$ cat config.mk
export PLATFORM = sky130hd
export DESIGN_NAME = ccsr_regs
export DESIGN_NICKNAME = d
export VERILOG_FILES = /design/src/design/ccsr_wdog.v /design/src/design/ccsr_regs.v
export VERILOG_INCLUDE_DIRS = /design/src /design/src/design
export SDC_FILE = /design/constraint.sdc
export NUM_CORES = 1
export LEC_CHECK = 0
export ABC_AREA = 1
export BUFFER_PORTS_ARGS = -buffer_cell sky130_fd_sc_hd__buf_2
export CAP_MARGIN = 20
export CORE_ASPECT_RATIO = 1.25
export CORE_MARGIN = 2
export CORE_UTILIZATION = 50
export CTS_CLUSTER_DIAMETER = 60
export DETAILED_ROUTE_END_ITERATION = 10
export PLACE_DENSITY_LB_ADDON = 0.3
export SYNTH_ARGS = -nofsm -noshare
export SYNTH_HDL_FRONTEND = slang
export SYNTH_SLANG_ARGS = --single-unit
export TNS_END_PERCENT = 30
$ cat constraint.sdc
create_clock -name i_clock -period 2.2 [get_ports i_clock]
set_clock_uncertainty 0.05 [all_clocks]
set_input_delay 0.22 -clock i_clock [delete_from_list [all_inputs] [get_ports i_clock]]
set_output_delay 0.22 -clock i_clock [all_outputs]
set_load 0.02 [all_outputs]
$ cat src/design/ccsr_defs.vh
// Purpose: shared constants for the charger control and status register bank
// Assumes: 10 MHz core clock, byte-wide registers behind a two-wire serial slave
// Notes:   offsets, masks, bit positions, reset values and timing counts
`ifndef CCSR_DEFS_VH
`define CCSR_DEFS_VH

// register offsets
`define CCSR_OFS_POWER_ON_CFG   8'h01
`define CCSR_OFS_TIMER_TERM     8'h05
`define CCSR_OFS_MISC_CTRL      8'h06
`define CCSR_OFS_SYS_STATE      8'h07
`define CCSR_OFS_FAULT          8'h08

// reset values and writable masks
`define CCSR_RST_TIMER_TERM     8'h4A
`define CCSR_MSK_TIMER_TERM     8'h7F
`define CCSR_RST_MISC_CTRL      8'h0B
`define CCSR_MSK_MISC_CTRL      8'h2B
`define CCSR_RST_SYS_STATE      8'h00
`define CCSR_RST_FAULT          8'h00

// power-on configuration command bits
`define CCSR_BIT_REG_RESET      7
`define CCSR_BIT_WDOG_KICK      6

// timer and termination control fields
`define CCSR_BIT_TERM_EN        6
`define CCSR_BIT_WDOG_HI        5
`define CCSR_BIT_WDOG_LO        4
`define CCSR_BIT_STMR_EN        3
`define CCSR_BIT_STMR_HI        2
`define CCSR_BIT_STMR_LO        1
`define CCSR_BIT_TERMINATION_TIMER_OPTION       0

// miscellaneous control fields
`define CCSR_BIT_BATT_OFF       5
`define CCSR_BIT_NTC_EN         3
`define CCSR_BIT_TJ_HI          1
`define CCSR_BIT_TJ_LO          0

// fault register bits
`define CCSR_BIT_F_WDOG         6
`define CCSR_BIT_F_INPUT        5
`define CCSR_BIT_F_TSD          4
`define CCSR_BIT_F_BATOV        3
`define CCSR_BIT_F_STMR         2

// watchdog period codes and times in seconds
`define CCSR_WDOG_OFF           2'h0
`define CCSR_WDOG_40S           2'h1
`define CCSR_WDOG_80S           2'h2
`define CCSR_WDOG_T1_S          8'h28
`define CCSR_WDOG_T2_S          8'h50
`define CCSR_WDOG_T3_S          8'hA0

// timing: one second expressed in core clock cycles
`define CCSR_CLK_PERIOD_NS      100
`define CCSR_SECOND_NS          1000000000
`define CCSR_SECOND_CYCLES      (`CCSR_SECOND_NS / `CCSR_CLK_PERIOD_NS)

`endif

$ cat src/design/ccsr_wdog.v
// Purpose: host watchdog timer with one-second prescaler
// Assumes: i_kick is a one-cycle pulse on the core clock
// Notes:   expiry disarms the timer until the host kicks it again
`timescale 1ns/10ps
`default_nettype none
`include "ccsr_defs.vh"

module ccsr_wdog #(
  parameter [31:0] SECOND_CYCLES = `CCSR_SECOND_CYCLES  // cycles per second
) (
  input  wire       i_clock,   // core clock
  input  wire       i_arst_n,  // async reset, active low
  input  wire [1:0] i_period,  // watchdog period code
  input  wire       i_kick,    // host watchdog reset pulse
  input  wire       i_freeze,  // hold count, input supply absent
  output reg        o_expire   // one-cycle expiry pulse
);

  reg [31:0] presc_reg;
  reg [7:0]  sec_reg;
  reg        armed_reg;

  // period code to limit in seconds
  function [7:0] limit_of;
    input [1:0] code;
    begin
      case (code)
        `CCSR_WDOG_40S: limit_of = `CCSR_WDOG_T1_S;
        `CCSR_WDOG_80S: limit_of = `CCSR_WDOG_T2_S;
        default:        limit_of = `CCSR_WDOG_T3_S;
      endcase
    end
  endfunction

  // prescaler, second counter and arm state
  always @(posedge i_clock or negedge i_arst_n) begin
    if (!i_arst_n) begin
      presc_reg <= 32'h0;
      sec_reg   <= 8'h00;
      armed_reg <= 1'b1;
      o_expire  <= 1'b0;
    end else begin
      o_expire <= 1'b0;
      if (i_kick || i_period == `CCSR_WDOG_OFF) begin
        presc_reg <= 32'h0;
        sec_reg   <= 8'h00;
        if (i_kick)
          armed_reg <= 1'b1;
      end else if (armed_reg && !i_freeze) begin
        if (presc_reg == SECOND_CYCLES - 32'h1) begin
          presc_reg <= 32'h0;
          if (sec_reg == limit_of(i_period) - 8'h01) begin
            sec_reg   <= 8'h00;
            armed_reg <= 1'b0;
            o_expire  <= 1'b1;
          end else begin
            sec_reg <= sec_reg + 8'h01;
          end
        end else begin
          presc_reg <= presc_reg + 32'h1;
        end
      end
    end
  end

endmodule
`default_nettype wire

$ cat src/design/ccsr_regs.v
// Purpose: control and status register bank of a single-cell charger, serial slave
// Assumes: scl, sda and charger status inputs are asynchronous to i_clock
// Notes:   scl runs far slower than i_clock, so edges are found by sampling
`timescale 1ns/10ps
`default_nettype none
`include "ccsr_defs.vh"

module ccsr_regs #(
  parameter [6:0]  SLAVE_ADDR    = 7'h09,               // bus address, plain default
  parameter [1:0]  REVISION      = 2'h1,                // arbitrary revision code
  parameter [31:0] SECOND_CYCLES = `CCSR_SECOND_CYCLES  // watchdog prescale
) (
  input  wire       i_clock,                      // core clock, 10 MHz
  input  wire       i_arst_n,                     // async reset, active low
  input  wire       i_scl,                        // serial clock pin
  input  wire       i_sda,                        // serial data pin, input
  output wire       o_sda,                        // serial data pin, output level
  output reg        o_sda_oe,                     // serial data pin, drive enable
  input  wire [1:0] i_charge_state,               // charge state machine phase
  input  wire       i_path_limit_flag,            // power path limiting input
  input  wire       i_input_good_flag,            // input supply qualified good
  input  wire       i_thermal_regulation_flag,    // die thermal regulation active
  input  wire       i_input_fault_flag,           // input overvoltage or bad source
  input  wire       i_thermal_shutdown_flag,      // thermal shutdown event
  input  wire       i_battery_overvoltage_flag,   // battery overvoltage event
  input  wire       i_safety_timer_fault_flag,    // safety timer expired
  output wire       o_term_enable,                // charge termination enable
  output wire [1:0] o_host_watchdog_period,       // watchdog period code
  output wire       o_safety_timer_enable,        // safety timer enable
  output wire [1:0] o_safety_timer_duration,      // safety timer duration code
  output wire       o_termination_timer_option,   // termination timer option
  output wire       o_battery_switch_off,         // battery switch forced off
  output wire       o_thermistor_monitor_enable,  // thermistor monitoring enable
  output wire [1:0] o_junction_temp_limit,        // junction temperature limit code
  output reg        o_host_watchdog_expiry        // watchdog expired, one cycle
);

  // one-hot states of the serial slave
  localparam [6:0] S_IDLE = 7'h01;
  localparam [6:0] S_ADDR = 7'h02;
  localparam [6:0] S_AACK = 7'h04;
  localparam [6:0] S_RX   = 7'h08;
  localparam [6:0] S_WACK = 7'h10;
  localparam [6:0] S_TX   = 7'h20;
  localparam [6:0] S_MACK = 7'h40;

  reg  [1:0] scl_s1_reg;
  reg  [1:0] scl_s2_reg;
  reg        scl_d_reg;
  reg        sda_d_reg;
  reg  [8:0] stat_s1_reg;
  reg  [8:0] stat_s2_reg;
  reg  [6:0] state_reg;
  reg  [3:0] bit_cnt_reg;
  reg  [7:0] shift_reg;
  reg  [7:0] ptr_reg;
  reg        rw_reg;
  reg        first_reg;
  reg        nack_reg;
  reg        wr_en_reg;
  reg  [7:0] wr_addr_reg;
  reg  [7:0] wr_data_reg;
  reg        fault_clr_reg;
  reg  [7:0] timer_term_reg;
  reg  [7:0] misc_ctrl_reg;
  reg  [7:0] sys_state_reg;
  reg  [7:0] fault_reg;
  reg  [7:0] fault_next;
  wire       scl_now;
  wire       sda_now;
  wire       scl_rise;
  wire       scl_fall;
  wire       bus_start;
  wire       bus_stop;
  wire       reg_reset_cmd;
  wire       wdog_kick;
  wire       wdog_expire;
  wire       ctrl_default;
  wire [7:0] fault_set;
  wire [7:0] rd_byte;

  // read mux: unmapped offsets and command-only bits read zero
  function [7:0] read_byte;
    input [7:0] addr;
    input [7:0] tt;
    input [7:0] mc;
    input [7:0] ss;
    input [7:0] ff;
    begin
      case (addr)
        `CCSR_OFS_TIMER_TERM: read_byte = tt & `CCSR_MSK_TIMER_TERM;
        `CCSR_OFS_MISC_CTRL:  read_byte = mc & `CCSR_MSK_MISC_CTRL;
        `CCSR_OFS_SYS_STATE:  read_byte = ss;
        `CCSR_OFS_FAULT:      read_byte = ff;
        default:              read_byte = 8'h00;
      endcase
    end
  endfunction

  // byte presented to the host at the current pointer
  assign rd_byte = read_byte(ptr_reg, timer_term_reg, misc_ctrl_reg, sys_state_reg, fault_reg);

  // two-flop synchronisers for the bus pins
  always @(posedge i_clock or negedge i_arst_n) begin
    if (!i_arst_n) begin
      scl_s1_reg <= 2'h3;
      scl_s2_reg <= 2'h3;
      scl_d_reg  <= 1'b1;
      sda_d_reg  <= 1'b1;
    end else begin
      scl_s1_reg <= {i_scl, i_sda};
      scl_s2_reg <= scl_s1_reg;
      scl_d_reg  <= scl_s2_reg[1];
      sda_d_reg  <= scl_s2_reg[0];
    end
  end

  assign scl_now   = scl_s2_reg[1];
  assign sda_now   = scl_s2_reg[0];
  assign scl_rise  = scl_now & ~scl_d_reg;
  assign scl_fall  = ~scl_now & scl_d_reg;
  assign bus_start = scl_now & scl_d_reg & sda_d_reg & ~sda_now;
  assign bus_stop  = scl_now & scl_d_reg & ~sda_d_reg & sda_now;
  assign o_sda     = 1'b0;  // open drain: only ever pulls low

  // two-flop synchronisers for charger status and fault levels
  always @(posedge i_clock or negedge i_arst_n) begin
    if (!i_arst_n) begin
      stat_s1_reg <= 9'h000;
      stat_s2_reg <= 9'h000;
    end else begin
      stat_s1_reg <= {i_charge_state, i_path_limit_flag, i_input_good_flag,
                      i_thermal_regulation_flag, i_input_fault_flag,
                      i_thermal_shutdown_flag, i_battery_overvoltage_flag,
                      i_safety_timer_fault_flag};
      stat_s2_reg <= stat_s1_reg;
    end
  end

  // serial slave: address, register pointer, write data and read data
  always @(posedge i_clock or negedge i_arst_n) begin
    if (!i_arst_n) begin
      state_reg     <= S_IDLE;
      bit_cnt_reg   <= 4'h0;
      shift_reg     <= 8'h00;
      ptr_reg       <= 8'h00;
      rw_reg        <= 1'b0;
      first_reg     <= 1'b0;
      nack_reg      <= 1'b0;
      o_sda_oe      <= 1'b0;
      wr_en_reg     <= 1'b0;
      wr_addr_reg   <= 8'h00;
      wr_data_reg   <= 8'h00;
      fault_clr_reg <= 1'b0;
    end else begin
      wr_en_reg     <= 1'b0;
      fault_clr_reg <= 1'b0;
      if (bus_start) begin
        state_reg   <= S_ADDR;
        bit_cnt_reg <= 4'h0;
        o_sda_oe    <= 1'b0;
      end else if (bus_stop) begin
        state_reg <= S_IDLE;
        o_sda_oe  <= 1'b0;
      end else begin
        case (state_reg)
          S_IDLE: begin
            o_sda_oe <= 1'b0;
          end
          S_ADDR: begin
            if (scl_rise) begin
              shift_reg   <= {shift_reg[6:0], sda_now};
              bit_cnt_reg <= bit_cnt_reg + 4'h1;
            end else if (scl_fall && bit_cnt_reg == 4'h8) begin
              if (shift_reg[7:1] == SLAVE_ADDR) begin
                rw_reg    <= shift_reg[0];
                o_sda_oe  <= 1'b1;
                state_reg <= S_AACK;
              end else begin
                state_reg <= S_IDLE;
              end
            end
          end
          S_AACK: begin
            if (scl_fall) begin
              if (rw_reg) begin
                shift_reg     <= rd_byte;
                o_sda_oe      <= ~rd_byte[7];  // msb goes out first
                fault_clr_reg <= (ptr_reg == `CCSR_OFS_FAULT);
                ptr_reg       <= ptr_reg + 8'h01;
                bit_cnt_reg   <= 4'h1;
                state_reg     <= S_TX;
              end else begin
                o_sda_oe    <= 1'b0;
                first_reg   <= 1'b1;
                bit_cnt_reg <= 4'h0;
                state_reg   <= S_RX;
              end
            end
          end
          S_RX: begin
            if (scl_rise) begin
              shift_reg   <= {shift_reg[6:0], sda_now};
              bit_cnt_reg <= bit_cnt_reg + 4'h1;
            end else if (scl_fall && bit_cnt_reg == 4'h8) begin
              o_sda_oe  <= 1'b1;
              state_reg <= S_WACK;
              if (first_reg) begin
                ptr_reg   <= shift_reg;
                first_reg <= 1'b0;
              end else begin
                wr_en_reg   <= 1'b1;
                wr_addr_reg <= ptr_reg;
                wr_data_reg <= shift_reg;
                ptr_reg     <= ptr_reg + 8'h01;
              end
            end
          end
          S_WACK: begin
            if (scl_fall) begin
              o_sda_oe    <= 1'b0;
              bit_cnt_reg <= 4'h0;
              state_reg   <= S_RX;
            end
          end
          S_TX: begin
            if (scl_fall) begin
              if (bit_cnt_reg == 4'h8) begin
                o_sda_oe  <= 1'b0;
                state_reg <= S_MACK;
              end else begin
                o_sda_oe    <= ~shift_reg[6];
                shift_reg   <= {shift_reg[6:0], 1'b0};
                bit_cnt_reg <= bit_cnt_reg + 4'h1;
              end
            end
          end
          S_MACK: begin
            if (scl_rise) begin
              nack_reg <= sda_now;
            end else if (scl_fall) begin
              if (nack_reg) begin
                state_reg <= S_IDLE;
              end else begin
                shift_reg     <= rd_byte;
                o_sda_oe      <= ~rd_byte[7];  // msb goes out first
                fault_clr_reg <= (ptr_reg == `CCSR_OFS_FAULT);
                ptr_reg       <= ptr_reg + 8'h01;
                bit_cnt_reg   <= 4'h1;
                state_reg     <= S_TX;
              end
            end
          end
          default: begin
            state_reg <= S_IDLE;
            o_sda_oe  <= 1'b0;
          end
        endcase
      end
    end
  end

  // command bits of the power-on configuration register act and self-clear
  assign reg_reset_cmd = wr_en_reg & (wr_addr_reg == `CCSR_OFS_POWER_ON_CFG)
                         & wr_data_reg[`CCSR_BIT_REG_RESET];
  assign wdog_kick     = wr_en_reg & (wr_addr_reg == `CCSR_OFS_POWER_ON_CFG)
                         & wr_data_reg[`CCSR_BIT_WDOG_KICK];
  assign ctrl_default  = reg_reset_cmd | wdog_expire;

  // control registers: defaults on reset command or watchdog expiry
  always @(posedge i_clock or negedge i_arst_n) begin
    if (!i_arst_n) begin
      timer_term_reg <= `CCSR_RST_TIMER_TERM;
      misc_ctrl_reg  <= `CCSR_RST_MISC_CTRL;
    end else if (ctrl_default) begin
      timer_term_reg <= `CCSR_RST_TIMER_TERM;
      misc_ctrl_reg  <= `CCSR_RST_MISC_CTRL;
    end else if (wr_en_reg) begin
      if (wr_addr_reg == `CCSR_OFS_TIMER_TERM)
        timer_term_reg <= wr_data_reg & `CCSR_MSK_TIMER_TERM;
      if (wr_addr_reg == `CCSR_OFS_MISC_CTRL)
        misc_ctrl_reg <= wr_data_reg & `CCSR_MSK_MISC_CTRL;
    end
  end

  // control field outputs
  assign o_term_enable               = timer_term_reg[`CCSR_BIT_TERM_EN];
  assign o_host_watchdog_period      = timer_term_reg[`CCSR_BIT_WDOG_HI:`CCSR_BIT_WDOG_LO];
  assign o_safety_timer_enable       = timer_term_reg[`CCSR_BIT_STMR_EN];
  assign o_safety_timer_duration     = timer_term_reg[`CCSR_BIT_STMR_HI:`CCSR_BIT_STMR_LO];
  assign o_termination_timer_option  = timer_term_reg[`CCSR_BIT_TERMINATION_TIMER_OPTION];
  assign o_battery_switch_off        = misc_ctrl_reg[`CCSR_BIT_BATT_OFF];
  assign o_thermistor_monitor_enable = misc_ctrl_reg[`CCSR_BIT_NTC_EN];
  assign o_junction_temp_limit       = misc_ctrl_reg[`CCSR_BIT_TJ_HI:`CCSR_BIT_TJ_LO];

  // live status register, untouched by reset command and expiry
  always @(posedge i_clock or negedge i_arst_n) begin
    if (!i_arst_n) begin
      sys_state_reg <= `CCSR_RST_SYS_STATE;
    end else begin
      sys_state_reg <= {1'b0, REVISION,
                        stat_s2_reg[8:7],
                        stat_s2_reg[6],
                        stat_s2_reg[5],
                        stat_s2_reg[4]};
    end
  end

  // sticky fault sources; a set in the clearing cycle wins
  assign fault_set = {1'b0, wdog_expire,
                      stat_s2_reg[3],
                      stat_s2_reg[2],
                      stat_s2_reg[1],
                      stat_s2_reg[0],
                      2'h0};

  always @* begin
    fault_next = fault_reg;
    if (fault_clr_reg)
      fault_next = 8'h00;
    fault_next = fault_next | fault_set;
  end

  // fault register, cleared only by power-on or a host read
  always @(posedge i_clock or negedge i_arst_n) begin
    if (!i_arst_n) begin
      fault_reg <= `CCSR_RST_FAULT;
    end else begin
      fault_reg <= fault_next;
    end
  end

  // registered expiry pulse for the charger logic
  always @(posedge i_clock or negedge i_arst_n) begin
    if (!i_arst_n) begin
      o_host_watchdog_expiry <= 1'b0;
    end else begin
      o_host_watchdog_expiry <= wdog_expire;
    end
  end

  // host watchdog, frozen while the input supply is not good
  ccsr_wdog #(
    .SECOND_CYCLES (SECOND_CYCLES)
  ) u_wdog (
    .i_clock  (i_clock),
    .i_arst_n (i_arst_n),
    .i_period (o_host_watchdog_period),
    .i_kick   (wdog_kick),
    .i_freeze (~stat_s2_reg[5]),
    .o_expire (wdog_expire)
  );

endmodule
`default_nettype wire

=== Yosys cells after proc, flatten, opt, wreduce, memory -nomap -nowiden ===
Index checks and enable logic that the tools add are counted.

* Bits of input ports: 13
* Word-level logic and storage cells: 245
* Bits in registers: 143
* Output and inout port bits: 14

* Bitwise gates (word level): 22
* Muxes and demuxes: 109
* Add/sub/neg operators: 5
* Reduce and logical (&&, ||, !) cells: 28
* Equal/unequal tests: 54

{| class="wikitable"
|+ Operators with widths
! kind !! count
|-
| $mux W8 || 24
|-
| $mux W7 || 15
|-
| $mux W32 || 3
|-
| $pmux W8 S4 || 2
|-
| $pmux W7 S7 || 1
|-
| $ne A4 B4 Y1 const B || 12
|-
| $mux W1 || 42
|-
| $eq A8 B3 Y1 const B || 5
|-
| $mux W4 || 10
|-
| $reduce_and A11 Y1 || 3
|-
| $add A32 B1 Y32 const B || 1
|-
| $eq A32 B24 Y1 const B || 1
|-
| $mux W6 || 5
|-
| $ne A3 B3 Y1 const B || 8
|-
| $pmux W8 S3 || 1
|-
| $ne A2 B2 Y1 const B || 11
|-
| $pmux W4 S5 || 1
|-
| $reduce_and A10 Y1 || 2
|-
| $add A8 B1 Y8 const B || 2
|-
| $pmux W8 S2 || 1
|-
| $eq A7 B4 Y1 const B || 2
|-
| $reduce_bool A2 Y1 || 7
|-
| $reduce_and A6 Y1 || 2
|-
| $and A1 B1 Y1 || 10
|-
| 32 further kinds || 47
|}

=== Logic depth before layout (Yosys ltp) ===
Gate-level depths: netlist (run 1).

* Depth in word-level cells: 11
* Mapped depth: 14

=== Cells and area by module ===
From an unflattened synthesis (run 1), not the netlist that was laid out.

* Cells, all modules: 1039
* Area, all modules: 7656.1 sq um

{| class="wikitable"
|+ By module, submodules not included
! module !! area each (sq um) !! times used !! cells each !! sequential area each (sq um)
|-
| ccsr_regs || 4734.5 || 1 || 587 || 2418.6
|-
| ccsr_wdog || 2921.6 || 1 || 452 || 1052.3
|}

=== Worst setup path before layout (run 1) ===
No wires, ideal clock.

* Kind: reg2reg
* Start: register timer_term_reg[4]
* End: register u_wdog.sec_reg[7]
* Required time: 2033 ps
* Arrival time: 1544 ps
* Cell stages (with the launch flop): 11
* Setup time: 117 ps
* Clock period less this slack: 1711 ps
* Setup slack: 489 ps
* Path buffers: 0
* Cells stage by stage: dfrtp_1 -> inv_1 -> ha_1 -> nor2_1 -> nand2_1 -> o21ai_0 -> nand3_1 -> nand3b_1 -> nor2_1 -> nand2_1 -> nand2_1

* Cells in the longest elaborated chain, start to end: 11
* Elaborated cells on any way between the ends: 17

{| class="wikitable"
|+ Ends and longest elaborated chain
! what !! RTL line !! text
|-
| start, declared || ccsr_regs.v:64 || <nowiki>reg [7:0] timer_term_reg;</nowiki>
|-
| start signal, assigned || ccsr_regs.v:273 || <nowiki>timer_term_reg <= `CCSR_RST_TIMER_TERM;</nowiki>
|-
| start signal, assigned || ccsr_regs.v:276 || <nowiki>timer_term_reg <= `CCSR_RST_TIMER_TERM;</nowiki>
|-
| start signal, assigned || ccsr_regs.v:280 || <nowiki>timer_term_reg <= wr_data_reg & `CCSR_MSK_TIMER_TERM;</nowiki>
|-
| $eq A2 B2 Y1 or $eq A2 B1 Y1 (tied branches) || ccsr_wdog.v:27 || <nowiki>case (code)</nowiki>
|-
| $pmux W8 S2 || ccsr_wdog.v:27 ||
|-
| $mux W8 || ccsr_wdog.v:50 || <nowiki>if (presc_reg == SECOND_CYCLES - 32'h1) begin</nowiki>
|-
| $mux W8 || ccsr_wdog.v:49 || <nowiki>end else if (armed_reg && !i_freeze) begin</nowiki>
|-
| $mux W8 || ccsr_wdog.v:44 || <nowiki>if (i_kick || i_period == `CCSR_WDOG_OFF) begin</nowiki>
|-
| $sub A8 B1 Y8 || ccsr_wdog.v:52 || <nowiki>if (sec_reg == limit_of(i_period) - 8'h01) begin</nowiki>
|-
| $eq A8 B8 Y1 || ccsr_wdog.v:52 ||
|-
| $mux W8 || ccsr_wdog.v:52 ||
|-
| $mux W8 || ccsr_wdog.v:50 ||
|-
| $mux W8 || ccsr_wdog.v:49 ||
|-
| $mux W8 || ccsr_wdog.v:44 ||
|-
| end signal, assigned || ccsr_wdog.v:57 || <nowiki>sec_reg <= sec_reg + 8'h01;</nowiki>
|-
| end, declared || ccsr_wdog.v:20 || <nowiki>reg [7:0] sec_reg;</nowiki>
|}

Parallel ways exist; a longest one is shown, timed or not. The select of a mux whose other input is x is not followed.
A chain may end at the register's enable or synchronous reset.

=== Worst setup path after layout (run 1) ===
* Start: register u_wdog.presc_reg[15]
* End: register u_wdog.sec_reg[4]

* Cells in the longest elaborated chain, start to end: 3

{| class="wikitable"
|+ Ends and longest elaborated chain
! what !! RTL line !! text
|-
| start, declared || ccsr_wdog.v:19 || <nowiki>reg [31:0] presc_reg;</nowiki>
|-
| start signal, assigned || ccsr_wdog.v:60 || <nowiki>presc_reg <= presc_reg + 32'h1;</nowiki>
|-
| $eq A32 B24 Y1 || ccsr_wdog.v:50 ||
|-
| $reduce_bool A2 Y1 (no line) || - ||
|-
| $reduce_and A2 Y1 (no line) || - ||
|}

No other way between the ends.

==> results of run 1 <==
[synthesized netlist by cell type (all sizes together)]
cell	number
nand2	374
nor2	131
dfrtp	124
inv	119
nand3	114
o21ai	69
nand4	25
nor3	25
buf	16
a21oi	14
dfstp	14
ha	12
xor2	12
nand3b	7
o21bai	4
clkbuf	3
conb	2
xnor2	2
a31oi	1
and2	1
and3	1
o211ai	1
o22ai	1
o31ai	1
or2	1
[path summary, 6_finish.rpt]
check | start | to | slack [ns] | cells after the start
setup reg to reg | u_wdog.presc_reg[15] | u_wdog.sec_reg[4] | 0.20 | 10
hold reg to reg | stat_s1_reg[4] | stat_s2_reg[4] | 0.30 | 0
setup / recovery | u_wdog.presc_reg[15] | u_wdog.sec_reg[4] | 0.20 | 10
hold / removal | i_arst_n | nack_reg | 0.27 | 2
min in group i_clock | stat_s1_reg[4] | stat_s2_reg[4] | 0.30 | 0
max in group asynchronous | i_arst_n | timer_term_reg[6] | 1.15 | 3
[cell families after synthesis]
kind of cell,Yosys count
flops,138
other cells,2
fa+ha+maj,12
simple gates,679
compound gates,91
buf+inv,138
xor+xnor,14
[layout make-up]
class                      count  area (sq um)
multi-input combinational    798          3840
sequential                   138          3470
fill                        1421          6500
inverter                     119           449
clock inverter                14           179
timing repair buffer          49           367
tap                          212           265
clock buffer                  18           429
[per-stage QoR]
| step | setup WS [ns] | total power, mW | instances | hold WS [ns] |
|---|---|---|---|---|
| 2_1_floorplan | 0.489 | 2.84 | 1074 | -0.126 |
| 3_3_place_gp | 0.223 | 2.95 | 1304 | 0.162 |
| 3_5_place_dp | 0.216 | 2.95 | 1304 | 0.169 |
| 4_1_cts | 0.198 | 5.93 | 1348 | 0.276 |
| 5_1_grt | 0.0328 | 6.09 | 1348 | 0.300 |
| 6_report | 0.196 | 5.88 | 1348 | 0.271 |
[power by group]
| part | switching [mW] | internal, mW |
|---|---|---|
| combinational | 0.210 | 0.0943 |
| clock | 1.24 | 1.72 |
| sequential | 0.0263 | 2.59 |
| total | 1.48 | 4.41 |
[metal layers]
layer  track usage (%)  share of wire (%)  up-vias
met1              30.8                 43     3249
met5                 0                  0        -
li1                  -                  -     3526
met2              42.4                 51      161
met3              4.74                3.7       31
met4              7.77                2.0        0
==> flow_metrics.tcl, run 1 <==
set metrics [dict create \
    status "finished clean" \
    io_pins 27 \
    clk_latency_ns 0.43 \
    drv_cap 0 \
    start_util_pct 50.7 \
    rows 51 \
    synth_area_leaders "dfrtp_1 39%, nand2_1 16%, nand3_1 6.8%" \
    groute.usage.overall_pct 24.5 \
    route.detailed.drc 0 \
    ys_seq_area_share_pct 44.2 \
    ys_warn_count 0 \
    vias 6967 \
    cpPeakStageDelay_ns 0.42 \
    gr-total-overflow 0 \
    die-area_sq_um 16700 \
    cts_root_buffer "clkbuf_16" \
    cp_slowest_cell "dfrtp_1" \
    io_buffers 25 \
    cts_tree "built" \
    routed_wl_um 19300 \
    synth-seq-cells 138 \
    area_delta_synth_final_pct 14.5 \
    yosys.area_share.xor_xnor_pct 1.56 \
    place_area_sq_um 8270 \
    n_antenna_cell 0 \
    final_core_util_pct 58.1 \
    core_area_sq_um 15500 \
    postRouteAntennaNets 0 \
    critPathTopFamily "simple AND/OR/NAND/NOR gates" \
    slew_headroom_pct 64.1 \
    routabilityCongestion 0.923 \
    cts_hold_buf 12 \
    setup_tns_ns 0 \
    setup-violations-final 0 \
    cts_num_sinks 138 \
    drtIter0Drc 434 \
    yosysTopAreaCell "dfrtp_1" \
    fin_area_sq_um 9000 \
    grt_pass1_wl_um 31900 \
    cts_resized 0 \
    drive_gt1_share_pct 13.6 \
    crit_arrival_ns 2.33 \
    largest_register_ffs 32 \
    die_w_um 116 \
    synthAdderAreaFrac_pct 1.91 \
    cp_common_cell "nand2_1" \
    post_drt_wl_per_cell_um 14.3 \
    grt_max_degree 52 \
    synth-simple-area-share_pct 39.2 \
    cp_max_fo 17 \
    synth_top_area_share_pct 39.5 \
    crit_chain "inv_1 > nor2_1 > nand3_1 > nor2_1 > nand2_1 > nor2_4 > a21oi_4 > inv_1 > nand2_1 > nand2_1" \
    required_ns 2.52 \
    worstSetupStartpointType "flop" \
    cts.path.max_buffers 2 \
    p_per_area_nw_per_um2 654 \
    rsz0062_at_grt "false" \
    synth_compound_area_share_pct 6.16 \
    vias_per_cell 5.17 \
    final-hold-violation-count 0 \
    syn_nets 1099 \
    numCtsBuffers 17 \
    grt_pass1_vias 6611 \
    syn_area_per_cell_sq_um 7.32 \
    synth.area.mux_share_pct 0 \
    dieHeight_um 144 \
    critical_path_buf_inv_count 2 \
    mostFrequentLayoutCells "345 x nand2_1, 124 x dfrtp_1, 114 x nor2_1" \
    slew_viol_final 0 \
    clk_pin_slew_worst_paths_ns 0.06 \
    period_minus_slack_ns 2.00 \
    nets 1148 \
    irDropWorstVdd_v 0.000511 \
    mostFrequentLayoutCell "nand2_1" \
    fin_crit_sh_pct 91.1 \
    synthCells 1074 \
    fmaxAchievable_ghz 0.499 \
    cts_setup_buffers 0 \
    cts-htree-levels 4 \
    synth_top_family_by_area "simple AND/OR/NAND/NOR gates" \
    synthesis.area_sq_um 7860 \
    dr.pass1.iters 5 \
    synth_cell_type_count 42 \
    hold_class "in2async" \
    antenna_found_initial 0 \
    critPathKind "reg2reg" \
    end_kind "flop" \
    tightest_slew_ns 0.538 \
    leakagePower_nw 4.35 \
    hpwl_um 14300 \
]
Power figures use the tool's default switching activity.
==> run 2: changes to the inputs <==
- ABC_AREA: 1 -> unset
==> flow_metrics.tcl, run 2 <==
set metrics [dict create \
    r2r-end "bit_cnt_reg[3]" \
    ys.flop_type "dfrtp_1" \
    irDropWorstVdd_v 0.000505 \
    end_kind "flop" \
    largest_register_ffs 32 \
    mostFrequentLayoutCells "124 x dfrtp_1, 93 x nand2_1, 88 x buf_4" \
    syn_nets 695 \
    yosysTopAreaCell "dfrtp_1" \
    io_buffers 25 \
    cp_slowest_cell "or4_4" \
    setup_tns_ns -3.40 \
    grt_pass1_vias 5651 \
    use_met2_pct 41.7 \
    nFillCells 964 \
    rr_worst_depth 6 \
    drive_gt1_share_pct 28.8 \
    area_delta_synth_final_pct 32.6 \
    cts_tree "built" \
    die_w_um 107 \
    hold_class "in2async" \
    regArea_sq_um 3470 \
    dieHeight_um 132 \
    n_antenna_cell 0 \
    grt_util_met1_pct 31.6 \
    synthCells 670 \
    vias_per_cell 5.71 \
    violations "negative setup slack" \
    worst-r2r-setup-slack_ns -0.33 \
    nets 828 \
    postRouteAntennaNets 0 \
    worstSetupStartpointType "flop" \
    rows 46 \
    rsz0062_at_grt "true" \
    fin_area_sq_um 8750 \
    p_total_mw 6.40 \
    p_per_area_nw_per_um2 732 \
    core_area_sq_um 12800 \
    synthesis.area_sq_um 6600 \
    cts-htree-levels 4 \
    antenna_found_initial 0 \
    multi_input_area_sq_um 3210 \
    dr.pass1.iters 7 \
    slew_headroom_pct 64.6 \
    drtIter0Drc 460 \
    cts_root_buffer "clkbuf_16" \
    final_core_util_pct 68.5 \
    slew_viol_final 0 \
    final-hold-violation-count 0 \
    synth_top_area_share_pct 47.0 \
    dpl.cell_count 929 \
    clk_pin_slew_worst_paths_ns 0.06 \
    grtUsageMet3_pct 4.19 \
    timing.rr.start "state_reg[4]" \
    status "complete, but fails checks" \
    critPathKind "reg2reg" \
    post-synth-top-count-cell "dfrtp_1" \
    fmaxAchievable_ghz 0.396 \
    vias 5619 \
    ys_top_cells_by_count "124 x dfrtp_1, 97 x nand2_1, 59 x nor2_1" \
    clk_latency_ns 0.42 \
    setup_ws_ns -0.328 \
    synth_edf_count 0 \
    routabilityCongestion 0.894 \
    start_util_pct 51.6 \
    ys_warn_count 0 \
    pre_cts_ws_ns -0.319 \
    gr-max-usage-layer "met2" \
    tightest_slew_ns 0.531 \
    mostFrequentLayoutCell "dfrtp_1" \
    synth_cell_type_count 67 \
    synthArstFlopShare_pct 100 \
    io_pins 27 \
    groute.usage.overall_pct 24.7 \
    ys_seq_area_share_pct 52.6 \
    syn_area_per_cell_sq_um 9.85 \
    route.detailed.drc 0 \
    synth-seq-cells 138 \
    numCtsBuffers 17 \
    fin_hold_ws_ns 0.269 \
    final_cells 984 \
    setup-violations-final 35 \
    cpPeakStageDelay_ns 0.54 \
    cts.path.max_buffers 2 \
    cp_max_fo 2 \
    crit_arrival_ns 2.82 \
    synth_area_leaders "dfrtp_1 47%, dfstp_2 5.6%, nand2_1 5.5%" \
    leakagePower_nw 3.93 \
    cts_num_sinks 138 \
    required_ns 2.49 \
    place_area_sq_um 7610 \
    fin_crit_sh_pct 115 \
    period_minus_slack_ns 2.53 \
    grt_pass1_wl_um 27600 \
    gr-total-overflow 0 \
    crit_chain "or4_4 > or3_4 > a31o_1 > or3_4 > or4_1 > a21oi_1" \
    hpwl_um 11200 \
    routed_wl_um 16900 \
    cp_common_cell "or3_4" \
    drv_cap 0 \
    grt_max_degree 55 \
    post_drt_wl_per_cell_um 17.2 \
    die-area_sq_um 14100 \
]
## run 2: changes by cell type in the layout (fill, tap and decap cells not counted), sizes merged, moves of 14 or more
cell   delta
nand2   -277
inv     -108
buf      +90
nand3    -90
nor2     -72
o21ai    -28
and3     +22
nand4    -16
xnor2    +14
## run 2: repair_timing
action,in CTS,in global routing
gates cloned,1,2
endpoints found under the hold margin,56,0
setup endpoints to repair,64,73
hold buffers,12,0
pin swaps,16,14
resized for setup,34,45
setup buffers,2,9
## run 2: kinds of logic after synthesis
| logic type | count (synthesis) | synth area share [%] |
|---|---|---|
| AO/OA/AOI/OAI | 128 | 12.7 |
| XOR/XNOR | 39 | 5.18 |
| adder cells (fa/ha/maj) | 12 | 2.28 |
| buffers and inverters | 48 | 3.19 |
| flip-flops | 138 | 52.6 |
| multiplexers | 8 | 1.33 |
| other | 2 | 0.114 |
| AND/OR/NAND/NOR | 295 | 22.6 |
## run 2: metal layers
layer  part of all wire, %  vias up
met5                     0        -
met4                   2.6        0
met3                   4.1       36
met2                    52      155
met1                    42     2786
li1                      -     2642
## run 2: cell type report
cell class | instances | area share, %
multi-input cells | 485 | 36.7
repair buffers | 141 | 13.5
clock buffers | 20 | 5.11
flip-flops and latches | 138 | 39.7
well taps | 168 | 2.40
clock inverters | 12 | 1.70
inverters | 20 | 0.901
## run 2: worst max-delay path by stage
stage,slack [ns],to,cells past startpoint,startpoint
2_1_floorplan,-0.36,bit_cnt_reg[3],7,state_reg[0]
3_3_place_gp,-0.32,bit_cnt_reg[3],6,state_reg[4]
3_5_place_dp,-0.32,bit_cnt_reg[3],6,state_reg[4]
4_1_cts,-0.33,bit_cnt_reg[3],6,state_reg[4]
5_1_grt,-0.35,bit_cnt_reg[3],6,state_reg[4]
6_report,-0.33,bit_cnt_reg[3],6,state_reg[4]
## run 2: where the power goes
group	total [mW]	internal, mW	switching (mW)
Combinational	0.717	0.382	0.335
Sequential	2.81	2.65	0.164
Clock	2.88	1.81	1.07
Total	6.40	4.84	1.57
## run 2: critical path: cells and delay by family, from the launching register on
kind             cells  cell delay (ns)
flip-flops           1             0.37
AND/OR/NAND/NOR      4             1.67
AO/OA/AOI/OAI        2             0.37
